$ cat config.mk
export PLATFORM = sky130hd
export DESIGN_NAME = rtcctl_interrupt_clock_pin_ctrl
export DESIGN_NICKNAME = d
export VERILOG_FILES = /design/src/logic/rtcctl_pkg.sv /design/src/logic/rtcctl_fout_div.sv /design/src/logic/rtcctl_interrupt_clock_pin_ctrl.sv
export SDC_FILE = /design/constraint.sdc
export NUM_CORES = 1
export LEC_CHECK = 0
export BUFFER_PORTS_ARGS = -buffer_cell sky130_fd_sc_hd__clkbuf_2
export CAP_MARGIN = 25
export CELL_PAD_IN_SITES_DETAIL_PLACEMENT = 1
export CELL_PAD_IN_SITES_GLOBAL_PLACEMENT = 1
export CORE_UTILIZATION = 43
export CTS_CLUSTER_SIZE = 40
export DETAILED_ROUTE_END_ITERATION = 6
export GPL_ROUTABILITY_DRIVEN = 0
export PLACE_DENSITY = 0.75
export SYNTH_ARGS = -nofsm -noshare
export SYNTH_HDL_FRONTEND = slang
export SYNTH_HIERARCHICAL = 1
export SYNTH_SLANG_ARGS = --single-unit
export TNS_END_PERCENT = 10
$ cat constraint.sdc
create_clock -name clk_in -period 2.46 [get_ports clk_in]
set_input_delay 0.492 -clock clk_in [delete_from_list [all_inputs] [get_ports clk_in]]
set_output_delay 0.492 -clock clk_in [all_outputs]
set_load 0.02 [all_outputs]
$ cat src/logic/rtcctl_pkg.sv
`default_nettype none
package rtcctl_pkg;

  // Register addresses on the byte-wide register port
  localparam logic [7:0] ADDR_IRQ_CTRL = 8'h08;
  localparam logic [7:0] ADDR_SUPPLY   = 8'h09;
  localparam logic [7:0] ADDR_BAT_TRIP = 8'h0a;
  localparam logic [7:0] ADDR_TRIM     = 8'h0b;

  // Reset values
  localparam logic [7:0] RST_IRQ_CTRL = 8'h01;
  localparam logic [7:0] RST_SUPPLY   = 8'h00;
  localparam logic [7:0] RST_BAT_TRIP = 8'h00;
  localparam logic [7:0] RST_TRIM     = 8'h00;
  localparam logic [7:0] RDATA_NONE   = 8'h00;

  // Field positions in supply_control
  localparam int SUPPLY_STAMP_CLR_BIT = 7;
  localparam int SUPPLY_TRIP_MSB      = 2;

  // Clock output select codes
  localparam logic [3:0] FO_OFF     = 4'h0;
  localparam logic [3:0] FO_OSC     = 4'h1;
  localparam logic [3:0] FO_DIV_4K  = 4'h2;
  localparam logic [3:0] FO_DIV_1K  = 4'h3;
  localparam int         TAP_4K     = 2;
  localparam int         TAP_1K     = 4;
  localparam int         TAP_OFFSET = 4;
  localparam int         DIV_WIDTH  = 20;

  // Coarse digital trim codes and spans, in tenths of ppm
  localparam logic [1:0] DTRIM_OFF   = 2'h0;
  localparam logic [1:0] DTRIM_PLUS  = 2'h1;
  localparam logic [1:0] DTRIM_ZERO  = 2'h2;
  localparam logic [1:0] DTRIM_MINUS = 2'h3;
  localparam int DTRIM_STEP_PPM_X10 = 305;
  localparam int TRIM_SPAN_HI_X10   = 625;
  localparam int TRIM_SPAN_LO_X10   = -615;
  localparam int SEC_BITS           = 15;

  // Trip level counts
  localparam int VDD_TRIP_LEVELS = 6;
  localparam int BAT_TRIP_LEVELS = 7;

  // Timing
  localparam int CLK_HZ             = 100_000_000;
  localparam int OSC_HZ             = 32768;
  localparam int ALARM_PULSE_MS     = 250;
  localparam int ALARM_PULSE_CYCLES = ALARM_PULSE_MS * (CLK_HZ / 1000);

  typedef struct packed {
    logic       wr;
    logic [7:0] addr;
    logic [7:0] wdata;
  } rtcctl_reg_req_t;

  typedef struct packed {
    logic       on_battery;
    logic       main_below_trip;
  } rtcctl_supply_t;

  typedef struct packed {
    logic       auto_clear_enable;
    logic       rtc_write_enable;
    logic       interrupt_mode_select;
    logic       battery_output_disable;
    logic [3:0] clock_output_select;
  } rtcctl_irq_ctrl_t;

  typedef struct packed {
    logic       reserved;
    logic       battery_disconnect_bit;
    logic [2:0] first_battery_trip_field;
    logic [2:0] second_battery_trip_field;
  } rtcctl_bat_trip_t;

  typedef struct packed {
    logic [1:0] coarse_digital_trim;
    logic [5:0] analog_trim_field;
  } rtcctl_trim_t;

  typedef enum logic [1:0] {
    ALM_IDLE,
    ALM_PULSE,
    ALM_HOLD
  } rtcctl_alarm_st_t;

  // Divider tap for each clock output select code above the fixed ones
  function automatic int fo_tap(input logic [3:0] code);
    int tap;
    tap = int'(code) + TAP_OFFSET;
    if (code == FO_DIV_4K) begin
      tap = TAP_4K;
    end else if (code == FO_DIV_1K) begin
      tap = TAP_1K;
    end
    return tap;
  endfunction

endpackage
`default_nettype wire

$ cat src/logic/rtcctl_fout_div.sv
`timescale 1ns/10ps
`default_nettype none
module rtcctl_fout_div #(
  parameter int DIV_WIDTH = rtcctl_pkg::DIV_WIDTH
) (
  input  wire logic       clk_in,          // System clock
  input  wire logic       reset_in,        // Sync reset, active high
  input  wire logic       osc_clk_in,      // Oscillator level, synchronous
  input  wire logic [3:0] clk_sel_in,      // Clock output select
  input  wire logic [1:0] dtrim_in,        // Coarse digital trim code
  output logic            fout_level_out,  // Selected square wave
  output logic            tick_out         // Trimmed timekeeping tick
);

  logic                 osc_ff;
  logic                 nxt_osc;
  logic [DIV_WIDTH-1:0] div_ff;
  logic [DIV_WIDTH-1:0] nxt_div;
  logic                 fout_ff;
  logic                 nxt_fout;
  logic                 tick_ff;
  logic                 nxt_tick;
  logic                 ins_ff;
  logic                 nxt_ins;
  logic                 osc_rise;
  logic                 sec_wrap;

  assign fout_level_out = fout_ff;
  assign tick_out       = tick_ff;

  // Divider, output tap select and pulse skip/insert
  always_comb begin
    nxt_osc  = osc_clk_in;
    osc_rise = osc_clk_in & ~osc_ff;
    nxt_div  = osc_rise ? div_ff + 1'b1 : div_ff;
    sec_wrap = osc_rise && (&div_ff[rtcctl_pkg::SEC_BITS-1:0]);
    // Once per second one tick is added or dropped: 1/32768 is the 30.5 ppm step
    nxt_ins  = sec_wrap && (dtrim_in == rtcctl_pkg::DTRIM_PLUS);
    nxt_tick = (osc_rise && !(sec_wrap && dtrim_in == rtcctl_pkg::DTRIM_MINUS))
               || ins_ff;
    case (clk_sel_in)
      rtcctl_pkg::FO_OFF: begin
        nxt_fout = 1'b1;
      end
      rtcctl_pkg::FO_OSC: begin
        nxt_fout = osc_clk_in;
      end
      default: begin
        nxt_fout = div_ff[rtcctl_pkg::fo_tap(clk_sel_in)];
      end
    endcase
  end

  // Register the divider state
  always_ff @(posedge clk_in) begin
    if (reset_in) begin
      osc_ff  <= 1'b0;
      div_ff  <= '0;
      fout_ff <= 1'b1;
      tick_ff <= 1'b0;
      ins_ff  <= 1'b0;
    end else begin
      osc_ff  <= nxt_osc;
      div_ff  <= nxt_div;
      fout_ff <= nxt_fout;
      tick_ff <= nxt_tick;
      ins_ff  <= nxt_ins;
    end
  end
endmodule
`default_nettype wire

$ cat src/logic/rtcctl_interrupt_clock_pin_ctrl.sv
`timescale 1ns/10ps
`default_nettype none
// Functional notes
// - Pulse mode: pin low for 250 ms
// - Level mode: pin low until flag cleared
// - Mode 0 single event, 1 recurring
// - Battery disable releases pin in backup
// - Clock select resets to 32.768 kHz
// - Nonzero clock select overrides alarm output
// - Codes 0-7: off, 32768 to 8 Hz
// - Codes 8-15: 4 Hz down to 1/32 Hz
// - Stamp clear bit clears both timestamps
// - Main trip field picks six thresholds
// - First battery trip at bits 5:3
// - Second battery trip at bits 2:0
// - Disconnect bit isolates backup battery input
// - Main power cycle clears disconnect bit
// - Coarse trim codes: off, +30.5, 0, -30.5
// - Digital trim skips or inserts ticks
// - Analog trim pulls via load capacitance
// - Total trim span +62.5 to -61.5 ppm
// - Host writes only clear alarm flag
// - Supply low flag follows comparator on main
module rtcctl_interrupt_clock_pin_ctrl #(
  parameter int unsigned PULSE_CYCLES = rtcctl_pkg::ALARM_PULSE_CYCLES
) (
  input  wire logic                        clk_in,             // 100 MHz clock
  input  wire logic                        reset_in,           // Sync reset, active high
  input  wire rtcctl_pkg::rtcctl_reg_req_t reg_req_in,         // Register write/address
  output logic [7:0]                       reg_rdata_out,      // Read data, one cycle later
  input  wire logic                        osc_clk_in,         // 32.768 kHz level
  input  wire logic                        alarm_match_in,     // Alarm compare hit pulse
  input  wire logic                        alarm_clear_in,     // Host writes flag to 0
  input  wire logic                        status_read_in,     // Completed status read
  input  wire rtcctl_pkg::rtcctl_supply_t  supply_in,          // Supply mode and compare
  input  wire logic                        irq_pin_in,         // Pin level, unused
  output logic                             irq_pin_out,        // Pin drive value
  output logic                             irq_pin_oe_out,     // High while pulling low
  output logic                             alarm_flag_out,     // Alarm status flag
  output logic                             supply_low_out,     // Supply low flag
  output logic                             alarm_repeat_out,   // Recurring alarm mode
  output logic [2:0]                       vdd_trip_out,       // Main trip code
  output logic [2:0]                       bat85_trip_out,     // First battery trip code
  output logic [2:0]                       bat75_trip_out,     // Second battery trip code
  output logic                             bat_disconnect_out, // Battery input isolated
  output logic                             stamp_clear_out,    // Clear both timestamps
  output logic [1:0]                       dtrim_out,          // Coarse trim code
  output logic [5:0]                       analog_trim_out,    // Load capacitor code
  output logic                             trim_tick_out       // Trimmed timekeeping tick
);

  localparam int PCW = $clog2(PULSE_CYCLES + 1);

  rtcctl_pkg::rtcctl_irq_ctrl_t irq_ctrl_ff;
  rtcctl_pkg::rtcctl_irq_ctrl_t nxt_irq_ctrl;
  rtcctl_pkg::rtcctl_bat_trip_t bat_trip_ff;
  rtcctl_pkg::rtcctl_bat_trip_t nxt_bat_trip;
  rtcctl_pkg::rtcctl_trim_t     trim_ff;
  rtcctl_pkg::rtcctl_trim_t     nxt_trim;
  rtcctl_pkg::rtcctl_alarm_st_t st_ff;
  rtcctl_pkg::rtcctl_alarm_st_t nxt_st;
  logic [2:0]                   vdd_trip_ff;
  logic [2:0]                   nxt_vdd_trip;
  logic                         power_lost_ff;
  logic                         nxt_power_lost;
  logic                         stamp_clr_ff;
  logic                         nxt_stamp_clr;
  logic [7:0]                   rdata_ff;
  logic [7:0]                   nxt_rdata;
  logic                         alarm_flag_ff;
  logic                         nxt_alarm_flag;
  logic                         supply_low_ff;
  logic                         nxt_supply_low;
  logic [PCW-1:0]               pulse_cnt_ff;
  logic [PCW-1:0]               nxt_pulse_cnt;
  logic                         pin_oe_ff;
  logic                         nxt_pin_oe;
  logic                         fout_level;
  logic                         wr_irq;
  logic                         wr_supply;
  logic                         wr_bat;
  logic                         wr_trim;
  logic                         pin_off;

  // Clock output divider and digital trim
  rtcctl_fout_div #(
    .DIV_WIDTH (rtcctl_pkg::DIV_WIDTH)
  ) u_div (
    .clk_in         (clk_in),
    .reset_in       (reset_in),
    .osc_clk_in     (osc_clk_in),
    .clk_sel_in     (irq_ctrl_ff.clock_output_select),
    .dtrim_in       (trim_ff.coarse_digital_trim),
    .fout_level_out (fout_level),
    .tick_out       (trim_tick_out)
  );

  // Output wiring, straight from registers except irq_pin_out, tied low
  assign irq_pin_out        = 1'b0;
  assign irq_pin_oe_out     = pin_oe_ff;
  assign alarm_flag_out     = alarm_flag_ff;
  assign supply_low_out     = supply_low_ff;
  assign alarm_repeat_out   = irq_ctrl_ff.interrupt_mode_select;
  assign vdd_trip_out       = vdd_trip_ff;
  assign bat85_trip_out     = bat_trip_ff.first_battery_trip_field;
  assign bat75_trip_out     = bat_trip_ff.second_battery_trip_field;
  assign bat_disconnect_out = bat_trip_ff.battery_disconnect_bit;
  assign stamp_clear_out    = stamp_clr_ff;
  assign dtrim_out          = trim_ff.coarse_digital_trim;
  assign analog_trim_out    = trim_ff.analog_trim_field;
  assign reg_rdata_out      = rdata_ff;

  // Write decode
  assign wr_irq    = reg_req_in.wr && reg_req_in.addr == rtcctl_pkg::ADDR_IRQ_CTRL;
  assign wr_supply = reg_req_in.wr && reg_req_in.addr == rtcctl_pkg::ADDR_SUPPLY;
  assign wr_bat    = reg_req_in.wr && reg_req_in.addr == rtcctl_pkg::ADDR_BAT_TRIP;
  assign wr_trim   = reg_req_in.wr && reg_req_in.addr == rtcctl_pkg::ADDR_TRIM;

  // Register file next state and read mux
  always_comb begin
    nxt_irq_ctrl   = irq_ctrl_ff;
    nxt_bat_trip   = bat_trip_ff;
    nxt_trim       = trim_ff;
    nxt_vdd_trip   = vdd_trip_ff;
    nxt_power_lost = power_lost_ff;
    if (wr_irq) begin
      nxt_irq_ctrl = rtcctl_pkg::rtcctl_irq_ctrl_t'(reg_req_in.wdata);
    end
    if (wr_supply) begin
      nxt_vdd_trip = reg_req_in.wdata[rtcctl_pkg::SUPPLY_TRIP_MSB:0];
    end
    // Stamp clear is a command, not stored state
    nxt_stamp_clr = wr_supply
                    && reg_req_in.wdata[rtcctl_pkg::SUPPLY_STAMP_CLR_BIT];
    if (wr_bat) begin
      nxt_bat_trip          = rtcctl_pkg::rtcctl_bat_trip_t'(reg_req_in.wdata);
      nxt_bat_trip.reserved = 1'b0;
    end
    // Coarse trim is stored as written; sensing interlock is the host's job
    if (wr_trim) begin
      nxt_trim = rtcctl_pkg::rtcctl_trim_t'(reg_req_in.wdata);
    end
    // Main loss while isolated is remembered; its return reconnects the battery
    if (bat_trip_ff.battery_disconnect_bit && supply_in.on_battery) begin
      nxt_power_lost = 1'b1;
    end
    if (power_lost_ff && !supply_in.on_battery) begin
      nxt_bat_trip.battery_disconnect_bit = 1'b0;
      nxt_power_lost                      = 1'b0;
    end
    case (reg_req_in.addr)
      rtcctl_pkg::ADDR_IRQ_CTRL: begin
        nxt_rdata = irq_ctrl_ff;
      end
      rtcctl_pkg::ADDR_SUPPLY: begin
        nxt_rdata = {5'h00, vdd_trip_ff};
      end
      rtcctl_pkg::ADDR_BAT_TRIP: begin
        nxt_rdata = bat_trip_ff;
      end
      rtcctl_pkg::ADDR_TRIM: begin
        nxt_rdata = trim_ff;
      end
      default: begin
        nxt_rdata = rtcctl_pkg::RDATA_NONE;
      end
    endcase
  end

  // Register file state
  always_ff @(posedge clk_in) begin
    if (reset_in) begin
      irq_ctrl_ff   <= rtcctl_pkg::RST_IRQ_CTRL;
      vdd_trip_ff   <= rtcctl_pkg::RST_SUPPLY[rtcctl_pkg::SUPPLY_TRIP_MSB:0];
      bat_trip_ff   <= rtcctl_pkg::RST_BAT_TRIP;
      trim_ff       <= rtcctl_pkg::RST_TRIM;
      power_lost_ff <= 1'b0;
      stamp_clr_ff  <= 1'b0;
      rdata_ff      <= rtcctl_pkg::RDATA_NONE;
    end else begin
      irq_ctrl_ff   <= nxt_irq_ctrl;
      vdd_trip_ff   <= nxt_vdd_trip;
      bat_trip_ff   <= nxt_bat_trip;
      trim_ff       <= nxt_trim;
      power_lost_ff <= nxt_power_lost;
      stamp_clr_ff  <= nxt_stamp_clr;
      rdata_ff      <= nxt_rdata;
    end
  end

  // Flags and alarm output sequencer
  always_comb begin
    // A match in the same cycle as a clear keeps the flag set
    nxt_alarm_flag = alarm_match_in
                     || (alarm_flag_ff && !alarm_clear_in
                         && !(irq_ctrl_ff.auto_clear_enable && status_read_in));
    // Detection only meaningful while running from main supply
    nxt_supply_low = !supply_in.on_battery && supply_in.main_below_trip;
    nxt_st        = st_ff;
    nxt_pulse_cnt = pulse_cnt_ff;
    case (st_ff)
      rtcctl_pkg::ALM_IDLE: begin
        if (alarm_match_in && irq_ctrl_ff.interrupt_mode_select) begin
          nxt_st        = rtcctl_pkg::ALM_PULSE;
          nxt_pulse_cnt = PCW'(PULSE_CYCLES - 1);
        end else if (alarm_match_in) begin
          nxt_st = rtcctl_pkg::ALM_HOLD;
        end
      end
      rtcctl_pkg::ALM_PULSE: begin
        // Matches during the pulse do not stretch it
        if (pulse_cnt_ff == '0) begin
          nxt_st = rtcctl_pkg::ALM_IDLE;
        end else begin
          nxt_pulse_cnt = pulse_cnt_ff - 1'b1;
        end
      end
      rtcctl_pkg::ALM_HOLD: begin
        if (!nxt_alarm_flag) begin
          nxt_st = rtcctl_pkg::ALM_IDLE;
        end
      end
      default: begin
        nxt_st = rtcctl_pkg::ALM_IDLE;
      end
    endcase
    // Pin mux: backup disable, then frequency output, then alarm
    pin_off = irq_ctrl_ff.battery_output_disable && supply_in.on_battery;
    if (pin_off) begin
      nxt_pin_oe = 1'b0;
    end else if (irq_ctrl_ff.clock_output_select != rtcctl_pkg::FO_OFF) begin
      nxt_pin_oe = !fout_level;
    end else begin
      nxt_pin_oe = nxt_st != rtcctl_pkg::ALM_IDLE;
    end
  end

  // Flag and sequencer state
  always_ff @(posedge clk_in) begin
    if (reset_in) begin
      alarm_flag_ff <= 1'b0;
      supply_low_ff <= 1'b0;
      st_ff         <= rtcctl_pkg::ALM_IDLE;
      pulse_cnt_ff  <= '0;
      pin_oe_ff     <= 1'b0;
    end else begin
      alarm_flag_ff <= nxt_alarm_flag;
      supply_low_ff <= nxt_supply_low;
      st_ff         <= nxt_st;
      pulse_cnt_ff  <= nxt_pulse_cnt;
      pin_oe_ff     <= nxt_pin_oe;
    end
  end
endmodule
`default_nettype wire

==> summary by stage, run 1 <==
Yosys
The biggest area consumer among synthesized cells is dfxtp_1. In the post-synthesis netlist, the biggest area contributors are dfxtp_1 (42%), nor2_1 (5.6%), mux2i_1 (4.7%), a21oi_1 (3.6%), xor2_1 (2.9%). In the synthesized netlist, the cells that appear most often are dfxtp_1 (90), nor2_1 (64), a21oi_1 (31). The share of the synthesized area in the top cell type is 42.0%. dfxtp_1 is the most common cell in the netlist. The number of warnings printed during yosys synthesis is 6. A synthesized cell averages 8.94 um^2. The number of nets in the synthesized netlist is 510. The share of synthesized flip-flops with an asynchronous set or reset is 0%.

The dominant register cell in the synthesized netlist is dfxtp_1. Sequential elements use 42.0% of the synthesized area. The post-synthesis instance area is 4290 um^2. The number of flip-flops and latches in the synthesized netlist is 90. In the synthesized netlist, the number of instances is 480. Yosys mapped a number of flops with a built-in enable equal to 0.

Yosys mapped the design onto 65 distinct sky130hd cell types.

Routing
The post-detailed-route count of antenna-violating nets is 0. The met1 routed wirelength after detailed routing is 5.76 mm. In the final routed layout, each cell accounts on average for 16.8 um. Using the TritonRoute via totals, the vias-per-cell ratio works out to 5.61. Across all layers, the routed design uses 3863 vias. The sum of routed wire length over all layers is 11.6 mm. The pre-antenna-repair detailed-routing pass consisted of 4 iterations. The number of DRC markers after the initial detailed-route iteration is 131. After detailed routing, no signal wire sits above met4. The detailed route wirelength on metal3 is 514 um. The routed length on met2 is 5.17 mm.

The DRC violation count after routing is 0.

Pwr
The maximum vdd ir drop is 0.307 mV. Per report_power, the combinational group accounts for 4.2% of the total. The analysis attributes to cell leakage a power of 2.04 nW.

The sum of internal, switching and leakage power is 2.78 mW. For this design the total switching power over the nets is 0.677 mW. The cell area power density is 548 nW/um^2. Internal power comes to 2.10 mW. In this run switching power makes up 24.4% of total power.

The clock share of power is 42.7%. Per report_power, the sequential group accounts for 53.1% of the total.

Critical path
The critical path class is register to register. The required time of the worst setup path is 2750 ps. The type of destination of the critical path is a register. The startpoint type of the worst setup path is a register. The startpoint identified for the worst register-to-register timing path is pulse_cnt_ff[5]. STA puts the critical path data arrival time at 2620 ps. The launch point of the critical path is pulse_cnt_ff[5]. The largest fanout of any net on the critical path is 8.

Worst hold path
The tightest min-delay check is of the input pin to register type. The critical hold path startpoint is supply_in[1].

STA
Once routing completed, OpenROAD measured the worst setup slack at 128 ps. The number of pins with negative max-slew slack in the final report is 0. Of the available clock period, the critical path in the final layout requires 94.8%.

Setup violations remaining at the end of the flow were counted as 0. In this run the tightest slew margin relative to its limit is 56.5%. The count of endpoints failing hold in the final timing report is 0. Across the routed clock network, the largest skew measured is 14.7 ps. In the final timing run, aggregate negative setup slack is 0 ps. The minimum period implied by the final worst setup slack is 2330 ps. The timing-limited maximum frequency is 0.429 GHz. The slew of the pin with the lowest slew margin is 651 ps. The tightest hold path in the finished design has a slack of 377 ps.

Floorplan
In this run the core area contains 36 standard-cell rows. For this design the top-level I/O count stands at 59. In this run the horizontal extent of the chip is 102 um. The die covers 10400 um^2. After floorplanning, the core was sized to cover 9730 um^2. The initial utilization of the core area, before any placement, comes to 44.1%.

From bottom edge to top edge, the die measures 102 um.

Run status
The flow ran to the end, and the final reports show no timing, DRC or antenna violations.

CTS
The clock tree from TritonCTS is yes. The H-tree depth reported by CTS is 3. The maximum clock insertion buffer count is 2. The later pin in the worst-skew pair is clocked with a latency of 370 ps.

The post-cts hold buffer count is 0. Clock-pin slew was measured on the worst setup and hold paths at 100 ps. The number of buffers created by CTS is 9.

The number of clock sinks is 90. The CTS root buffer is clkbuf_8.

Finish
The number of fill cells in the layout is 1192. Summing all non-filler instances in the final layout gives an area of 5070 um^2. Summing all multi-input logic gate instances after layout gives 2340 um^2. The area growth from synthesis to layout is 18.2%. The sequential cell area is 1800 um^2. At the end of the flow the core is filled with cells to 52.1%. The proportion of layout cells with a drive suffix above 1 is 22.7%. For this run, the post-layout net count is 580. The number of antenna diodes is 0. After the flow finishes, the layout carries non-filler instances totaling 688.

Global routing
The first global-routing pass estimated 18.7 mm of wire. Entering global routing, the biggest net connects 30 pins. The overall track demand over capacity in global routing is 23.1%. The via count of the first global-routing pass is 3744.

The initial antenna violation count came to 0. Summed over all layers, the global routing overflow is 0.

Placement
The total cell area at the placement stage is 4820 um^2. The minimum setup slack after placement is 186 ps. The number of cells after detailed placement is 670.

The sum of net half-perimeters after detailed placement is 8.45 mm. Buffers placed on the I/O ports in this run total 56.

Job
The number of violations of the max-capacitance limit is 0.
## registers in the layout, indices dropped and copies added, names as in the netlist, 2 cells and up
name and cells:
bat75_trip_out 3, bat85_trip_out 3, pulse_cnt_ff 25, st_ff 2, vdd_trip_out 3, dtrim_out 2
reg_rdata_out 8, analog_trim_out 6, irq_ctrl_ff 7, u_div/div_ff 20
## layer usage
layer	global-route usage [%]	vias up
met5	0	-
met3	5.06	16
met1	32.3	1870
met2	36.2	80
met4	6.15	0
li1	-	1897
## worst paths after layout
kind	end	slack, ps	cells past startpoint
worst min register to register	irq_ctrl_ff[6]	490	2
worst min-delay path	supply_low_out	380	2
worst max-delay path	pulse_cnt_ff[23]	130	6
worst max register to register	pulse_cnt_ff[23]	130	6
## cell families after synthesis
| group | after synthesis | synth area share (%) |
|---|---|---|
| xor+xnor | 25 | 5.11 |
| flops | 90 | 42.0 |
| fa+ha+maj | 4 | 1.17 |
| mux | 27 | 7.29 |
| compound gates | 92 | 14.7 |
| buf+inv | 38 | 3.59 |
| other cells | 1 | 0.0874 |
| simple gates | 203 | 26.0 |
## timing repair
| item | 4_1_cts | 5_1_grt |
|---|---|---|
| endpoints found under the setup margin | 0 | 2 |
| gates resized for setup | 0 | 1 |
| setup buffers | 0 | 2 |
| hold endpoints to repair | 0 | 0 |
## placed cells by master, fill, tap and decap left out, types with 4 or more instances in the layout
cell       instances
nor3_1            12
inv_1             15
dfxtp_1           90
o21ai_0           12
or4_1              6
mux2i_1           20
a2111oi_0          4
clkbuf_2          56
buf_4             26
o211ai_1           4
a22oi_1            4
xor2_1            14
ha_1               4
nor2_1            64
xnor2_1           11
a31oi_1            4
a211oi_1           4
nand2_1           27
nor2b_1            8
clkbuf_8           9
mux2_2             4
nor3b_1            5
nor4_1            15
or3_1             12
a21oi_1           31
nand3_1           16
nand4_1            5
## critical path, stage by stage, from the launching register on
cell	delay, ps
dfxtp_1	380
or4_1	630
nor4_2	430
o21ai_4	170
buf_4	190
nor4_1	230
mux2i_1	220
## area by class of cell
class	instances	share of cell area, %
sequential	90	35.5
clock buffer	9	2.44
inverter	15	1.11
multi-input combinational	352	46.2
clock inverter	7	2.07
timing repair buffer	82	9.38
tap	133	3.28
## power by group through the flow
stage	sequential, mW	combinational, mW	clock, mW
after global routing	1.48	0.127	1.26
after global placement	1.51	0.114	0
after detailed placement	1.51	0.116	0
after CTS	1.47	0.116	1.21
final	1.47	0.116	1.19
after floorplan	1.51	0.0587	0
No activity file was read; power rests on OpenSTA's default activity.
==> run 2, diff against run 1 <==
--- a/config.mk
+++ b/config.mk
@@ -14,6 +14,7 @@
 export DETAILED_ROUTE_END_ITERATION = 6
 export GPL_ROUTABILITY_DRIVEN = 0
 export PLACE_DENSITY = 0.75
+export RECOVER_POWER = 100
 export SYNTH_ARGS = -nofsm -noshare
 export SYNTH_HDL_FRONTEND = slang
 export SYNTH_HIERARCHICAL = 1
==> run 2 against run 1 <==
Compared with the run above:
- via count grew 0.23%
- routed wire length is essentially flat
- die area is the same
- largest power group unchanged
- largest cell class unchanged
- worst hold slack gained 6.2 ps
- core utilization shrank 0.99 points
- combinational power is essentially flat
- cell area shrank 1.9%
- highest routed layer unchanged
- clock power is essentially flat
- critical path type unchanged
==> summary by stage, run 2 (synthesis results as in run 1) <==
Run status
The run finished with clean final reports.

Worst hold path
The class of the tightest hold or removal check is input pin to register.

STA
Measured against its own limit, the worst slew margin works out to 11.8%. The timing-limited maximum frequency is 0.429 GHz. The post-route fraction of the period consumed by the critical path is 94.7%. The count of endpoints failing hold in the final timing report came to 0.

For the finished layout, the period the worst path requires is 2330 ps. The clock arrives with 13.7 ps of skew. The number of pins with negative max-slew slack in the final report is 0. The slew of the pin with the lowest slew margin is 1320 ps.

Setup violations remaining at the end of the flow were counted as 0.

Finish
The proportion of layout cells with a drive suffix above 1 is 14.4%. The number of antenna diodes is 0. The summed area of non-filler cells in the final layout is 4970 um^2. The final core utilization is 51.1%.

The area growth from synthesis to layout is 16.0%. The library cell used most frequently in the layout, excluding fill and tap cells, is dfxtp_1. The register bank with the most flops is pulse_cnt_ff.

The layout net count is 580. The flip-flop count of the largest register, all copies and words added is 25. Leaving out fill and tap cells, the most frequent cells in the layout are dfxtp_1 (90), nor2_1 (64), clkbuf_1 (41).

Global routing
The overall track demand over capacity in global routing is 23.1%. Entering global routing, the biggest net connects 30 pins. The global-route congestion overflow total is 0. The first-pass GRT wire length is 18.7 mm.

The via count of the first global-routing pass is 3744. The initial antenna violation count is 0.

CTS
The CTS root buffer is clkbuf_8. The H-tree depth reported by CTS is 3. The maximum clock insertion buffer count is 2. TritonCTS built the clock tree.

The number of clock sinks is 90. The number of clock buffers added by TritonCTS is 9. The clock insertion delay at the later pin of the skew report is 360 ps. After clock tree synthesis, the clock-pin slew on the worst setup and hold paths is 100 ps.

Floorplan
For this configuration, the core starts out at a cell density of 44.1%. The core outline area is 9730 um^2. 59 I/O pins were placed.

Measured along the y axis, the die boundary spans 102 um. Measured along the x axis, the die boundary spans 102 um. The number of rows created at floorplan is 36.

The die covers 10400 um^2.

Critical path
STA classifies the critical path endpoint as a register. The required time of the worst setup path is 2750 ps. The kind of cell adding the most delay to the critical path is simple AND/OR/NAND/NOR gates. The slowest stage of the critical path is the or4_1 cell. The worst path arrival time is 2620 ps.

For this run, the slowest stage of the critical path takes 630 ps. Walking the worst path, the cells encountered are or4_1 > nor4_2 > o21ai_4 > buf_4 > nor4_1 > mux2i_1. The startpoint type of the worst setup path is a register. The setup path with the least slack is of type register to register. The setup slack on the worst flop-to-flop path is 130 ps. The number of buffers and inverters on the critical path is 1.

The largest fanout of any net on the critical path is 8.

Pwr
The switching power summed over all nets is 0.670 mW. The clock network accounts for 42.6% of the total power. The power share of the sequential group is 53.3%. Internal power comes to 2.10 mW. The leakage dissipation is 1.90 nW. The power share of the combinational group is 4.1%. Across the VDD grid, the largest voltage drop is 0.305 mV. The switching part of the total is 24.2%.

The cell area power density is 556 nW/um^2.

Routing
After detailed routing, the average wire length per cell comes to 16.8 um. The detail route stage leaves a number of antenna-violating nets equal to 0. The number of DRC markers after the initial detailed-route iteration is 113.

The sum of routed wire length over all layers is 11.6 mm. After detailed routing, the number of remaining DRC violations is 0. The first detailed-routing pass took 4 iterations. The via count normalized by instance count is 5.63.

The routed via count is 3872.

Placement
After legalization and detailed placement, the total HPWL measured 8.45 mm. The total cell area at the placement stage is 4820 um^2. The port buffer count is 56.

Job
The number of violations of the max-capacitance limit is 0.
==> run 2: cell count changes in the layout (fill, tap and decap cells not counted), moves of 2 or more <==
| cell | previous run | this run |
|---|---|---|
| clkbuf_1 | 0 | 41 |
| nor3_2 | 2 | 0 |
| nor3_1 | 12 | 14 |
| buf_4 | 26 | 18 |
| clkbuf_2 | 56 | 23 |
==> run 2: power by group through the flow <==
stage	sequential [mW]	clock, mW	combinational (mW)
finish	1.47	1.18	0.113
global route	1.48	1.26	0.123
CTS	1.47	1.21	0.116
detailed placement	1.51	0	0.116
global placement	1.51	0	0.114
floorplan	1.51	0	0.0587
==> run 2: path summary, 6_finish.rpt <==
check	depth (start not counted)	endpoint	start
min reg2reg	2	irq_ctrl_ff[6]	irq_ctrl_ff[6]
max	6	pulse_cnt_ff[23]	pulse_cnt_ff[5]
max reg2reg	6	pulse_cnt_ff[23]	pulse_cnt_ff[5]
min	2	supply_low_out	supply_in[1]
==> run 2: layout make-up <==
type	count	area (um^2)
well taps	133	166
flip-flops and latches	90	1800
clock buffers	9	124
fillers	1213	4760
inverters	15	56.3
repair buffers	82	404
multi-input cells	352	2320
clock inverters	7	105
==> run 2: layer usage <==
layer / GRT usage [%] / up-vias / share of wire (%)
met1: 32.3 / 1863 / 49
met4: 6.15 / 0 / 1.3
met3: 5.06 / 17 / 5.3
met2: 36.2 / 95 / 44
met5: 0 / - / 0
li1: - / 1897 / -
==> run 2: timing repair <==
item	CTS	global route
gates resized for setup	0	1
endpoints found under the hold margin	0	0
hold buffers	0	0
setup endpoints to repair	0	2
setup buffers	0	2
==> run 2: stage by stage <==
| step | power, mW | TNS, ps | instances | hold WS, ps | setup WS, ps |
|---|---|---|---|---|---|
| detailed placement | 1.62 | 0 | 670 | 470 | 186 |
| finish | 2.77 | 0 | 688 | 383 | 129 |
| floorplan | 1.57 | 0 | 480 | 437 | 371 |
| global route | 2.86 | -10.6 | 688 | 380 | -9.80 |
| CTS | 2.80 | 0 | 686 | 380 | 161 |
| global placement | 1.62 | 0 | 670 | 454 | 263 |
==> run 3, diff against run 2 <==
--- a/config.mk
+++ b/config.mk
@@ -5,11 +5,12 @@
 export SDC_FILE = /design/constraint.sdc
 export NUM_CORES = 1
 export LEC_CHECK = 0
+export ABC_AREA = 1
 export BUFFER_PORTS_ARGS = -buffer_cell sky130_fd_sc_hd__clkbuf_2
 export CAP_MARGIN = 25
 export CELL_PAD_IN_SITES_DETAIL_PLACEMENT = 1
 export CELL_PAD_IN_SITES_GLOBAL_PLACEMENT = 1
-export CORE_UTILIZATION = 43
+export CORE_UTILIZATION = 41
 export CTS_CLUSTER_SIZE = 40
 export DETAILED_ROUTE_END_ITERATION = 6
 export GPL_ROUTABILITY_DRIVEN = 0
==> run 3 against run 2 <==
Compared with the run above:
- the flow now finishes with violations (capacitance limit, slew limit)
- combinational power rose by 9.7%
- die area rose by 19%
- sequential power barely moved
- global-route usage rose by 1.3 points
==> summary by stage, run 3 <==
CTS
The post-cts hold buffer count is 0. The number of clock sinks is 90. The H-tree depth reported by CTS is 3. TritonCTS built the clock tree. The post-CTS resize count is 0.

In this run the deepest clock path goes through 2 buffers. The clock reaches the later pin of the worst-skew pair after 350 ps. The CTS root buffer is clkbuf_16.

The CTS clock-pin slew for the worst setup and hold paths is 70 ps. TritonCTS created 9 clock buffers. The count of buffers added by post-CTS timing repair for setup is 0.

Yosys
Averaged over all synthesized cells, the footprint is 6.62 um^2. Yosys attributes the largest share of cell area to dfxtp_1 (37%), nand2_1 (15%), nand3_1 (9.6%), nor2_1 (7.2%), a21oi_1 (6.5%). The number of cells produced by synthesis is 737.

In this run, synthesis produced a sequential element count of 90. Of all flip-flops after synthesis, the portion carrying an async set or reset was 0%. Counting distinct cell types in the post-synthesis netlist gives 42. The most frequently used cell type in the post-synthesis netlist is nand2_1. Summed over all instances, the cell type with the most area after synthesis is dfxtp_1. The number of enable-type register cells in the synthesized netlist is 0.

In this run the biggest area consumer among cell types represents 36.9% of the synthesized area. The dominant register cell in the synthesized netlist is dfxtp_1. The number of warnings printed during yosys synthesis is 6.

The share of the Yosys chip area taken by registers is 36.9%. The post-synthesis instance area is 4880 um^2. The number of nets in the synthesized netlist is 767.

In the synthesized netlist, the cells that appear most often are nand2_1 (189), nand3_1 (94), nor2_1 (93).

Run status
The flow ran to the end, but the final reports show violations. The final reports fail on capacitance limit, slew limit.

Finish
Relative to the synthesized area, the layout overhead comes to 12.0%. The proportion of layout cells with a drive suffix above 1 is 8.91%. For this run, the post-layout net count is 822. In the layout the commonest cells are nand2_1 (191), nor2_1 (99), nand3_1 (97). Ranked by flip-flop count, first place goes to pulse_cnt_ff. The repair_antennas step left the layout with diodes totalling 0.

The most common cell after layout, fill and taps aside is nand2_1. The flip-flop count of the largest register, all copies and words added is 25.

Critical path
The startpoint type of the worst setup path is a register. Tracing the worst setup path back leads to its startpoint at u_div/osc_ff. The setup check on the worst reg-to-reg path leaves a slack of 280 ps. The worst path arrival time is 2420 ps. The reg-to-reg critical path startpoint is u_div/osc_ff. In this run the worst path has a maximum fanout of 10.

The type of destination of the critical path is a register. At the worst endpoint, the required time is 2700 ps. The worst setup path is of the register to register kind.

STA
The number of pins with negative max-slew slack in the final report is 35. Hold timing on the final database bottoms out at a slack of 342 ps. Setup repair after global routing left no endpoint under its margin. The worst slew margin relative to its limit is -5.19%. The count of endpoints failing hold in the final timing report is 0.

For the pin with the worst max-slew slack, the measured transition is 1580 ps. For the final database, setup skew stands at 7.05 ps. The worst path uses 88.8% of the clock period.

The smallest clock period supported by the final layout is computed as 2180 ps. The total negative slack is 0 ps. The timing-limited maximum frequency is 0.458 GHz.

Setup violations remaining at the end of the flow were counted as 0.

Pwr
VDD sags by at most 0.333 mV. Summed over all cells, the static leakage comes to 2.36 nW. In this run the power density over the cells is 552 nW/um^2.

Routing
In the routed layout, each cell is associated on average with a via count of 5.28. Dividing the detail-routed wire length by the instance count gives 15.4 um. The routed via count is 4963. The DRC violation count after routing is 0. The routed design has 14.5 mm of wire.

After the first detailed-routing iteration, the DRC count stood at 156. The count of TritonRoute iterations in the first routing pass is 4. The post-detailed-route count of antenna-violating nets is 0.

Floorplan
The number of placed I/O pins is 59. The die is 111 um tall. The core region is 11500 um^2.

The floorplan step set the die width to 111 um. The floorplan has 39 rows. The floorplan die area is 12300 um^2. The initial core utilization is 42.4%.

Global routing
In the global route stage, overall resource usage came out at 24.4%. The initial antenna violation count is 0. The via count of the first global-routing pass was 5017. The first global-routing pass estimated 24.2 mm of wire. Entering global routing, the biggest net connects 35 pins.

The global-route congestion overflow total is 0.

Placement
Input and output buffers added on the ports amount to 56. The sum of net half-perimeters after detailed placement is 10.7 mm.

Worst hold path
The worst hold path begins at supply_in[0]. The min-delay analysis places its worst path in the category input pin to register.

Job
The number of violations of the max-capacitance limit is 1.
run 3: cell count changes in the layout (fill, tap and decap cells not counted), moves of 9 or more:
cell / previous run / this run
a21oi_1: 31 / 63
or3_1: 12 / 0
nand3_1: 17 / 97
o21ai_0: 12 / 22
nor4_1: 16 / 4
nor2_1: 64 / 99
clkbuf_8: 9 / 0
mux2i_1: 20 / 0
buf_4: 18 / 7
inv_1: 15 / 71
clkbuf_16: 0 / 9
nand2_1: 27 / 191
run 3: logic make-up (layout without fill, tap and decap cells):
group,count (synthesis),count (layout),share of synthesized area (%)
XOR/XNOR,10,10,1.79
other,1,1,0.0768
flip-flops,90,90,36.9
adder cells (fa/ha/maj),4,4,1.03
AND/OR/NAND/NOR,434,434,41.1
buffers and inverters,103,163,8.82
AO/OA/AOI/OAI,95,95,10.3
run 3: path summary, 6_finish.rpt:
check / endpoint / depth (start not counted)
setup / recovery: u_div/div_ff[18] / 8
hold / removal: supply_low_out / 3
setup reg to reg: u_div/div_ff[18] / 8
hold reg to reg: u_div/tick_out / 2
run 3: worst max-delay path, stage by stage, from the launching register on:
cell     delay (ps)
dfxtp_1         300
nor2_1          640
inv_4           130
nor2_1          130
nand3_1         150
nor2_1          340
nand3_2         120
o21ai_0         200
nor2_1           60
run 3: power by group:
group          switching, mW  internal, mW  leakage (nW)  total [mW]
combinational         0.0888        0.0355          1.49       0.124
sequential           0.00735          1.47         0.727        1.47
clock                  0.625         0.795         0.146        1.42
run 3: layer usage:
| metal | up-vias | global-route usage [%] | routed length, um |
|---|---|---|---|
| met4 | 0 | 9.10 | 251 |
| met2 | 92 | 42.5 | 7020 |
| met1 | 2371 | 30.4 | 6720 |
| met5 | - | 0 | 0 |
| li1 | 2482 | - | - |
| met3 | 18 | 3.77 | 464 |
run 3: final cells by class:
cell class | instances | area [um^2]
timing repair buffer | 67 | 307
multi-input combinational | 544 | 2570
clock inverter | 7 | 77.6
tap | 143 | 179
fill | 1581 | 6050
inverter | 80 | 303
clock buffer | 9 | 225
sequential | 90 | 1800
run 3: metrics by stage:
step	std cells	area (um^2)	setup slack [ps]	power (mW)	utilization, %
5_1_grt	940	5470	88.1	3.12	47.5
4_1_cts	940	5600	338	3.06	48.6
3_5_place_dp	924	5300	175	1.64	46.0
6_report	940	5470	276	3.02	47.5
3_3_place_gp	924	5300	304	1.63	46.0
2_1_floorplan	737	4880	752	1.58	-
